`src/hdl/rf_cfg_pkg.sv`:
```
// Behaviour
// - Low two transmit bits set extra wait
// - Response wait adds seven bit periods
// - Parity off stops parity generate and check
// - Parity off passes parity bit as data
// - Reserved addresses only hold reset values
// - Speed bits 7..5 are coarse factor
// - Speed bits 4..0 are fine factor
// - Speed register resets to EBh
// - CRC high at 21h, low at 22h
// - CRC bytes valid only with done flag
// - Both CRC bytes reset to FFh
// - Modulation pulse lasts setting plus one carriers
package rf_cfg_pkg;
    // ---------------------------------------------------------------
    // Register offsets
    // ---------------------------------------------------------------
    localparam int ADDR_W = 6;
    localparam logic [5:0] OFS_TX_PARAM = 6'h1C;
    localparam logic [5:0] OFS_RX_PARAM = 6'h1D;
    localparam logic [5:0] OFS_RSVD_1E = 6'h1E;
    localparam logic [5:0] OFS_UART_SPEED = 6'h1F;
    localparam logic [5:0] OFS_RSVD_20 = 6'h20;
    localparam logic [5:0] OFS_CRC_HIGH = 6'h21;
    localparam logic [5:0] OFS_CRC_LOW = 6'h22;
    localparam logic [5:0] OFS_RSVD_23 = 6'h23;
    localparam logic [5:0] OFS_MOD_WIDTH = 6'h24;
    localparam logic [5:0] OFS_RSVD_25 = 6'h25;
    // ---------------------------------------------------------------
    // Reset values
    // ---------------------------------------------------------------
    localparam logic [7:0] RST_TX_PARAM = 8'h62;
    localparam logic [7:0] RST_RX_PARAM = 8'h00;
    localparam logic [7:0] RST_RSVD_1E = 8'h00;
    localparam logic [7:0] RST_UART_SPEED = 8'hEB;
    localparam logic [7:0] RST_RSVD_20 = 8'h00;
    localparam logic [7:0] RST_CRC_BYTE = 8'hFF;
    localparam logic [7:0] RST_RSVD_23 = 8'h88;
    localparam logic [7:0] RST_MOD_WIDTH = 8'h26;
    localparam logic [7:0] RST_RSVD_25 = 8'h87;
    // ---------------------------------------------------------------
    // Field positions
    // ---------------------------------------------------------------
    localparam int TXW_LSB = 0;
    localparam int TXW_W = 2;
    localparam int PAR_OFF_BIT = 4;
    localparam int COARSE_LSB = 5;
    localparam int COARSE_W = 3;
    localparam int FINE_LSB = 0;
    localparam int FINE_W = 5;
    // ---------------------------------------------------------------
    // Timing
    // ---------------------------------------------------------------
    localparam logic [3:0] RESP_WAIT_BASE = 4'h7;
    localparam int CLK_HZ = 10_000_000;
    localparam int BIT_RATE_HZ = 106_000;
    localparam int BIT_DIV_CYC = CLK_HZ / BIT_RATE_HZ;
    localparam int CARRIER_DIV_CYC = 1;
endpackage

```
`src/hdl/mod_pulse_if.sv`:
```
`timescale 1ns/1ps
interface mod_pulse_if;
    logic [7:0] width;
    logic start;
    logic pulse;
    modport ctrl (output width, output start, input pulse);
    modport gen (input width, input start, output pulse);
endinterface

```
`src/hdl/miller_pulse_gen.sv`:
```
`timescale 1ns/1ps
module miller_pulse_gen #(
    parameter int CARRIER_DIV = rf_cfg_pkg::CARRIER_DIV_CYC
) (
    input wire logic ref_clk,
    input wire logic rst_n,
    mod_pulse_if.gen mp
);
    if (CARRIER_DIV < 1 || CARRIER_DIV > 256) begin : g_bad_div
        $error("CARRIER_DIV must lie in 1..256");
    end

    localparam logic [7:0] DIV_LAST = 8'(CARRIER_DIV - 1);

    typedef struct packed {
        logic [7:0] div;
        logic [7:0] cnt;
        logic active;
    } gen_state_t;

    gen_state_t st_r;
    gen_state_t st_nxt;

    // ---------------------------------------------------------------
    // Pulse timing
    // ---------------------------------------------------------------
    // The carrier divider restarts with each pulse so that the first
    // carrier period is a whole one and the width is exact.
    always_comb begin
        st_nxt = st_r;
        if (st_r.active) begin
            if (st_r.div == 8'h00) begin
                st_nxt.div = DIV_LAST;
                if (st_r.cnt == 8'h00) begin
                    st_nxt.active = 1'b0;
                end else begin
                    st_nxt.cnt = st_r.cnt - 8'h01;
                end
            end else begin
                st_nxt.div = st_r.div - 8'h01;
            end
        end else if (mp.start) begin
            st_nxt.active = 1'b1;
            st_nxt.cnt = mp.width;
            st_nxt.div = DIV_LAST;
        end
    end

    always_ff @(posedge ref_clk) begin
        if (!rst_n) begin
            st_r <= '0;
        end else begin
            st_r <= st_nxt;
        end
    end

    assign mp.pulse = st_r.active;

    // ---------------------------------------------------------------
    // Checks
    // ---------------------------------------------------------------
    logic [15:0] hi_len_r;
    logic [15:0] want_len_r;

    always_ff @(posedge ref_clk) begin
        if (!rst_n) begin
            hi_len_r <= 16'h0000;
            want_len_r <= 16'h0000;
        end else begin
            if (mp.start && !st_r.active) begin
                want_len_r <= 16'((mp.width + 16'h0001) * CARRIER_DIV);
            end
            hi_len_r <= st_r.active ? hi_len_r + 16'h0001 : 16'h0000;
        end
    end
endmodule

```
`src/hdl/rf_protocol_config_regs.sv`:
```
`timescale 1ns/1ps
module rf_protocol_config_regs #(
    parameter int BIT_DIV = rf_cfg_pkg::BIT_DIV_CYC,
    parameter int CARRIER_DIV = rf_cfg_pkg::CARRIER_DIV_CYC
) (
    input wire logic ref_clk,
    input wire logic rst_n,
    input wire logic [5:0] reg_addr,
    input wire logic [7:0] reg_wdata,
    input wire logic reg_wr,
    input wire logic reg_rd,
    output logic [7:0] reg_rdata,
    input wire logic tx_done,
    output logic response_wait_busy,
    output logic response_wait_done,
    output logic [1:0] added_response_wait,
    output logic tx_parity_gen,
    output logic rx_parity_check,
    output logic rx_parity_as_data,
    output logic [2:0] baud_coarse_factor,
    output logic [4:0] baud_fine_factor,
    input wire logic crc_load,
    input wire logic [15:0] crc_value,
    input wire logic mod_start,
    output logic mod_pulse
);
    if (BIT_DIV < 1 || BIT_DIV > 256) begin : g_bad_bit_div
        $error("BIT_DIV must lie in 1..256");
    end

    localparam logic [7:0] BIT_LAST = 8'(BIT_DIV - 1);

    typedef struct packed {
        logic [1:0] tx_wait;
        logic par_off;
        logic [7:0] speed;
        logic [7:0] crc_high;
        logic [7:0] crc_low;
        logic [7:0] mod_width;
        logic [7:0] rdata;
        logic [7:0] bit_div;
        logic [3:0] wait_cnt;
        logic waiting;
        logic wait_done;
    } cfg_state_t;

    cfg_state_t st_r;
    cfg_state_t st_nxt;
    logic [7:0] rd_val;
    logic bit_tick;

    // ---------------------------------------------------------------
    // Read decode
    // ---------------------------------------------------------------
    // Reserved bits and registers are not stored: they read back as
    // constants, which also makes them immune to writes.
    always_comb begin
        rd_val = 8'h00;
        case (reg_addr)
            rf_cfg_pkg::OFS_TX_PARAM: begin
                rd_val = rf_cfg_pkg::RST_TX_PARAM;
                rd_val[rf_cfg_pkg::TXW_LSB +: rf_cfg_pkg::TXW_W] = st_r.tx_wait;
            end
            rf_cfg_pkg::OFS_RX_PARAM: begin
                rd_val = rf_cfg_pkg::RST_RX_PARAM;
                rd_val[rf_cfg_pkg::PAR_OFF_BIT] = st_r.par_off;
            end
            rf_cfg_pkg::OFS_RSVD_1E: begin
                rd_val = rf_cfg_pkg::RST_RSVD_1E;
            end
            rf_cfg_pkg::OFS_UART_SPEED: begin
                rd_val = st_r.speed;
            end
            rf_cfg_pkg::OFS_RSVD_20: begin
                rd_val = rf_cfg_pkg::RST_RSVD_20;
            end
            rf_cfg_pkg::OFS_CRC_HIGH: begin
                rd_val = st_r.crc_high;
            end
            rf_cfg_pkg::OFS_CRC_LOW: begin
                rd_val = st_r.crc_low;
            end
            rf_cfg_pkg::OFS_RSVD_23: begin
                rd_val = rf_cfg_pkg::RST_RSVD_23;
            end
            rf_cfg_pkg::OFS_MOD_WIDTH: begin
                rd_val = st_r.mod_width;
            end
            rf_cfg_pkg::OFS_RSVD_25: begin
                rd_val = rf_cfg_pkg::RST_RSVD_25;
            end
            default: begin
                rd_val = 8'h00;
            end
        endcase
    end

    assign bit_tick = (st_r.bit_div == 8'h00);

    // ---------------------------------------------------------------
    // Next state
    // ---------------------------------------------------------------
    always_comb begin
        st_nxt = st_r;
        st_nxt.rdata = reg_rd ? rd_val : 8'h00;
        st_nxt.wait_done = 1'b0;
        if (reg_wr) begin
            case (reg_addr)
                rf_cfg_pkg::OFS_TX_PARAM: begin
                    st_nxt.tx_wait =
                        reg_wdata[rf_cfg_pkg::TXW_LSB +: rf_cfg_pkg::TXW_W];
                end
                rf_cfg_pkg::OFS_RX_PARAM: begin
                    st_nxt.par_off = reg_wdata[rf_cfg_pkg::PAR_OFF_BIT];
                end
                rf_cfg_pkg::OFS_UART_SPEED: begin
                    st_nxt.speed = reg_wdata;
                end
                rf_cfg_pkg::OFS_MOD_WIDTH: begin
                    st_nxt.mod_width = reg_wdata;
                end
                default: begin
                    st_nxt.speed = st_r.speed;
                end
            endcase
        end
        // The result only moves when the engine finishes, so the bytes
        // stay steady for as long as the done flag says they are good.
        if (crc_load) begin
            st_nxt.crc_high = crc_value[15:8];
            st_nxt.crc_low = crc_value[7:0];
        end
        st_nxt.bit_div = bit_tick ? BIT_LAST : st_r.bit_div - 8'h01;
        // A new end of transmission restarts the wait window; the bit
        // divider is shared, so the first bit period may be short.
        if (tx_done) begin
            st_nxt.waiting = 1'b1;
            st_nxt.wait_cnt = {2'b00, st_r.tx_wait} + rf_cfg_pkg::RESP_WAIT_BASE;
        end else if (st_r.waiting && bit_tick) begin
            if (st_r.wait_cnt == 4'h1) begin
                st_nxt.waiting = 1'b0;
                st_nxt.wait_done = 1'b1;
            end
            st_nxt.wait_cnt = st_r.wait_cnt - 4'h1;
        end
    end

    always_ff @(posedge ref_clk) begin
        if (!rst_n) begin
            st_r <= '0;
            st_r.tx_wait <= rf_cfg_pkg::RST_TX_PARAM[1:0];
            st_r.par_off <= rf_cfg_pkg::RST_RX_PARAM[4];
            st_r.speed <= rf_cfg_pkg::RST_UART_SPEED;
            st_r.crc_high <= rf_cfg_pkg::RST_CRC_BYTE;
            st_r.crc_low <= rf_cfg_pkg::RST_CRC_BYTE;
            st_r.mod_width <= rf_cfg_pkg::RST_MOD_WIDTH;
            st_r.bit_div <= BIT_LAST;
        end else begin
            st_r <= st_nxt;
        end
    end

    // ---------------------------------------------------------------
    // Outputs
    // ---------------------------------------------------------------
    assign reg_rdata = st_r.rdata;
    assign added_response_wait = st_r.tx_wait;
    assign response_wait_busy = st_r.waiting;
    assign response_wait_done = st_r.wait_done;
    assign tx_parity_gen = !st_r.par_off;
    assign rx_parity_check = !st_r.par_off;
    assign rx_parity_as_data = st_r.par_off;
    assign baud_coarse_factor =
        st_r.speed[rf_cfg_pkg::COARSE_LSB +: rf_cfg_pkg::COARSE_W];
    assign baud_fine_factor =
        st_r.speed[rf_cfg_pkg::FINE_LSB +: rf_cfg_pkg::FINE_W];

    // ---------------------------------------------------------------
    // Modulation pulse
    // ---------------------------------------------------------------
    // Software must keep the width under half a bit period; the pulse
    // generator does not clip it.
    mod_pulse_if mp ();

    assign mp.width = st_r.mod_width;
    assign mp.start = mod_start;
    assign mod_pulse = mp.pulse;

    miller_pulse_gen #(
        .CARRIER_DIV(CARRIER_DIV)
    ) u_pulse (
        .ref_clk(ref_clk),
        .rst_n(rst_n),
        .mp(mp)
    );
endmodule

```
`config.mk`:
```
export PLATFORM = sky130hd
export DESIGN_NAME = rf_protocol_config_regs
export DESIGN_NICKNAME = d
export VERILOG_FILES = /design/src/hdl/rf_cfg_pkg.sv /design/src/hdl/mod_pulse_if.sv /design/src/hdl/miller_pulse_gen.sv /design/src/hdl/rf_protocol_config_regs.sv
export SDC_FILE = /design/constraint.sdc
export NUM_CORES = 1
export LEC_CHECK = 0
export ABC_AREA = 0
export BUFFER_PORTS_ARGS = -buffer_cell sky130_fd_sc_hd__buf_2
export CAP_MARGIN = 10
export CORE_MARGIN = 3
export CORE_UTILIZATION = 55
export DETAILED_ROUTE_END_ITERATION = 10
export GPL_ROUTABILITY_DRIVEN = 0
export HOLD_SLACK_MARGIN = 0.1
export PLACE_DENSITY = 0.85
export SYNTH_ARGS = -nofsm -noshare
export SYNTH_HDL_FRONTEND = slang
export SYNTH_HIERARCHICAL = 1
export SYNTH_SLANG_ARGS = --single-unit
```
`constraint.sdc`:
```
create_clock -name ref_clk -period 1.87 [get_ports ref_clk]
set_input_delay 0.0935 -clock ref_clk [delete_from_list [all_inputs] [get_ports ref_clk]]
set_output_delay 0.0935 -clock ref_clk [all_outputs]
set_load 0.005 [all_outputs]
```
Word-level counts from Yosys, hierarchy flattened
Cells that the tools add are included.

Register bits after elaboration: 74. Bits in latches: 0. Memory bits (writable): 0. Memory bits (read-only): 0. Input port bits: 37. Output and inout port bits: 24. Word-level logic and storage cells: 59. Memories: 0.

Add/subtract/negate cells: 5. $mul: 0. Div/mod/pow operators: 0. Magnitude comparators: 0. Eq/ne operators: 11. Shifts and indexed selects: 0. Mux-type cells: 10. Bitwise gates (word level): 2. Reductions and logical operators: 17.

Operator list (count): 8-bit case mux with 8 select lines (1); 17-bit 2-to-1 mux (2); 6-bit equality test, second input constant (5); 8-bit logical NOT (3); 8-bit by 1-bit subtractor with 8-bit output, second input constant (3); 6-bit by 5-bit equality test with 1-bit output, second input constant (3); 8-bit 2-to-1 mux (2); 2-bit AND reduction (6); 9-bit 2-to-1 mux (1); 6-bit 2-to-1 mux (1); 2-bit nonzero test (3); 5-bit 2-to-1 mux (1); 2-bit by 3-bit adder with 4-bit output, second input constant (1); 4-bit by 1-bit equality test with 1-bit output, second input constant (1); 2-bit != test, second input constant (2); 4-bit by 1-bit subtractor with 4-bit output, second input constant (1); 3-bit AND reduction (1); 3-bit OR reduction (1); 2-bit 2-to-1 mux (1); 1-bit inverter (2); 2-bit OR reduction (1); 1-bit logical AND (1); 1-bit logical NOT (1); 1-bit 2-to-1 mux (1).

Longest topological paths before layout
Word-level depth: 4. Depth in mapped cells: 9. Gate-level depth less buffers: 7.

Hierarchy
Netlist, hierarchy kept.

By module, submodules not included: rf_protocol_config_regs (instances 1, cells each 302, area an instance 2770.2 um^2, sequential area each 1141.1 um^2); miller_pulse_gen (instances 1, cells each 123, area an instance 1047.3 um^2, sequential area each 340.3 um^2).

Worst setup path after synthesis
No wires, ideal clock.

Path kind: register -> register. From: register u_pulse/st_r[9] (netlist name). To: register u_pulse/st_r[1] (netlist name). Library setup time: 0.116 ns. Arrival time: 1.528 ns. Required time: 1.754 ns. Setup slack: 0.226 ns. Stages on the path, launching flop included: 9. Path buffers: 2. Clock period less this slack: 1.644 ns. Cell sequence: dfxtp_1 -> inv_1 -> ha_1 -> nor4b_4 -> and3_1 -> buf_6 -> a21o_2 -> buf_6 -> o211a_1.

Word-level cells in the longest chain between the ends: 3.

Ends and longest elaborated chain: start: declaration (line miller_pulse_gen.sv:21) `gen_state_t st_r;`; start signal: assignment (line miller_pulse_gen.sv:53) `st_r <= st_nxt;`; 8-bit logical NOT (line miller_pulse_gen.sv:32) `if (st_r.div == 8'h00) begin`; 2-bit != test (no line); 3-bit AND reduction (no line).

Every way passes these cells. A chain may end at the register's enable or synchronous reset.

Final worst setup path
From: register u_pulse/st_r[10] (netlist name). To: register u_pulse/st_r[2] (netlist name).

Same word-level chain as after synthesis.

==> flow_metrics.env <==
export IMPL_clock_sinks=74
export IMPL_fin_crit_sh=0.957
export IMPL_dp_cells=531
export IMPL_post_place_ws_ps=146
export IMPL_ant_nets=0
export IMPL_io_pins=61
export IMPL_nets=537
export IMPL_ys_ff_latch=74
export IMPL_utilization=0.683
export IMPL_fp_dieW_um=89.3
export IMPL_ir_worst_vdd_mv=0.520
export IMPL_antenna_found_initial=0
export IMPL_vias=3407
export IMPL_required_ps=2110
export IMPL_drc=0
export IMPL_totalWireLength_um=9200
export IMPL_slew_headroom=0.694
export IMPL_hold_viol_final=0
export IMPL_fillers=492
export IMPL_ys_top_cells_by_count="dfxtp_1 (74), nand2_1 (72), mux2i_1 (25)"
export IMPL_grt_pass1_wl_um=15000
export IMPL_start_kind="register"
export IMPL_start_util=0.584
export IMPL_path_cells="inv_1 > ha_1 > nor4b_4 > and3_2 > a21o_2 > o211ai_2 > o211a_1"
export IMPL_port_buffers=60
export IMPL_grt_max_degree=26
export IMPL_yosysTopAreaCellShare=0.388
export IMPL_r2r_setup_slack_ps=80
export IMPL_wl_met3_um=654
export IMPL_leakagePower_nw=1.97
export IMPL_min_path_type="in -> reg"
export IMPL_cts_root_buffer="clkbuf_8"
export IMPL_avgSynthCellArea_um2=8.98
export IMPL_fin_cells=572
export IMPL_synth_main_ff_cell="dfxtp_1"
export IMPL_synth_most_common_cell="dfxtp_1"
export IMPL_critPathBufInv=1
export IMPL_yosysTopAreaCell="dfxtp_1"
export IMPL_power_density_nw_per_um2=953
export IMPL_synth_area_um2=3820
export IMPL_yosysSeqAreaShare=0.388
export IMPL_routedWlPerCell_um=16.1
export IMPL_ctsHtreeMaxLevel=3
export IMPL_tightest_slew_ps=452
export IMPL_crit_fanout=9
export IMPL_area_growth_pct=16.8
export IMPL_cts_made_buffers=9
export IMPL_synthTopCellsByArea="dfxtp_1 (39%), nand2_1 (7.1%), mux2i_1 (6.6%)"
export IMPL_setup_viol_count_final=0
export IMPL_wl_met2_um=4270
export IMPL_min_period_ps=1790
export IMPL_skew_ps=4.78
export IMPL_coreArea_um2=6530
export IMPL_grt_setup_unrepaired="true"
export IMPL_setup_tns_ps=0
export IMPL_cp_slowest_cell="dfxtp_1"
export IMPL_row_count=29
export IMPL_critPathKind="reg -> reg"
export IMPL_clock_fmax_mhz=559
export IMPL_crit_family="simple AND/OR/NAND/NOR gates"
export IMPL_grt_ovfl_total=0
export IMPL_die_h_um=89.3
export IMPL_cp_end_kind="register"
export IMPL_synth_async_reset_ratio=0
export IMPL_first_global_vias=3124
export IMPL_grtUsageTotal=0.243
export IMPL_synth_edf_count=0
export IMPL_final_setup_worst_slack_ps=79.9
export IMPL_total_power_mw=4.25
export IMPL_fin_area_um2=4460
export IMPL_dieArea_um2=7980
export IMPL_syn_nets=471
export IMPL_viasPerCell=5.96
export IMPL_yosysUniqueCellTypes=67
export IMPL_syn_inst=425
export IMPL_clk_latency_ps=340
export IMPL_worst_endpoint_arrival_ps=2030
export IMPL_cts_tree="built"
export IMPL_cts_max_path_buffers=2
export IMPL_synth_warnings=6
export IMPL_layout_drive_gt1_share=0.220
export IMPL_cts_setup_buffers=0
export IMPL_critical_path_max_stage_delay_ps=310
export IMPL_slew_viol_final=0
export IMPL_holdWs_ps=161
export IMPL_place_hpwl_um=6390
export IMPL_top_layer="met4"
export IMPL_cap_violations=0
export IMPL_wl_met1_um=4010
export IMPL_cts_clk_slew_worst_paths_ps=70
export IMPL_insertedDiodeCount=0
export IMPL_first_pass_iters=5
export IMPL_place_area_um2=4020
export IMPL_drt_iter0_drc=334
export IMPL_status="finished clean"
## worst min-delay path: cells and delay by family
kind / cells / cell delay, ps
compound gates: 1 / 90
buf+inv: 1 / 120
simple gates: 2 / 140
## layer usage
metal,up-vias,GRT usage
met1,1615,0.313
met3,31,0.0664
met5,-,0
met4,0,0.0744
li1,1610,-
met2,151,0.399
## cell families (layout without fill, tap and decap cells)
logic type	count (synthesis)	after routing	synth area share
XOR/XNOR	9	9	0.0206
AND/OR/NAND/NOR	173	173	0.240
AO/OA/AOI/OAI	79	79	0.169
buffers and inverters	55	125	0.0846
flip-flops	74	74	0.388
adder cells (fa/ha/maj)	9	9	0.0295
multiplexers	26	26	0.0685
## power by group
part	total, mW	internal, mW	switching (mW)
logic	1.28	0.567	0.715
registers	1.85	1.71	0.142
clock network	1.12	0.546	0.572
total	4.25	2.82	1.43
## cell type report
class / count / area (µm²) / area share
timing repair buffer: 95 / 628 / 0.141
clock inverter: 4 / 27.5 / 0.00617
inverter: 15 / 56.3 / 0.0126
multi-input combinational: 296 / 2020 / 0.453
sequential: 74 / 1480 / 0.332
tap: 77 / 96.3 / 0.0216
clock buffer: 11 / 151 / 0.0339
## state kept, by name, summed over array words and instances, names as in the netlist
name,flops
response_wait_done,1
u_pulse/mp.pulse,1
st_r,28
response_wait_busy,1
added_response_wait,2
mp.width,8
rx_parity_as_data,1
baud_coarse_factor,3
reg_rdata,8
u_pulse/st_r,16
baud_fine_factor,5
## final timing paths
check,from,end,cells after the start
worst max-delay path,u_pulse/st_r[10],u_pulse/st_r[2],7
worst min-delay path,reg_addr[4],reg_rdata[4],4
worst min register to register,st_r[6],st_r[6],1
worst max register to register,u_pulse/st_r[10],u_pulse/st_r[2],7
## what timing repair did
item | in CTS | in global routing
endpoints found under the hold margin | 44 | 0
gates resized for setup | 0 | 2
hold buffers | 26 | 0
endpoints found under the setup margin | 0 | 4
## cell usage in the layout (no fill, tap or decap), drive strengths merged, types with 4 or more instances in the layout
cell type / synthesis / final
ha: 9 / 9
clkinv: 0 / 4
xnor2: 5 / 5
nor2: 21 / 21
mux2i: 25 / 25
o211ai: 6 / 6
dfxtp: 74 / 74
dlygate4sd3: 0 / 26
nor2b: 13 / 13
nand4: 9 / 9
nand3: 17 / 17
nand2: 72 / 72
a22o: 5 / 5
a22oi: 4 / 4
xor2: 4 / 4
buf: 30 / 69
a21boi: 5 / 5
clkbuf: 10 / 11
nand2b: 6 / 6
a21oi: 18 / 18
o211a: 6 / 6
and2: 5 / 5
o21ai: 7 / 7
nor3: 7 / 7
inv: 15 / 15
(Power assumes the default switching activity.)
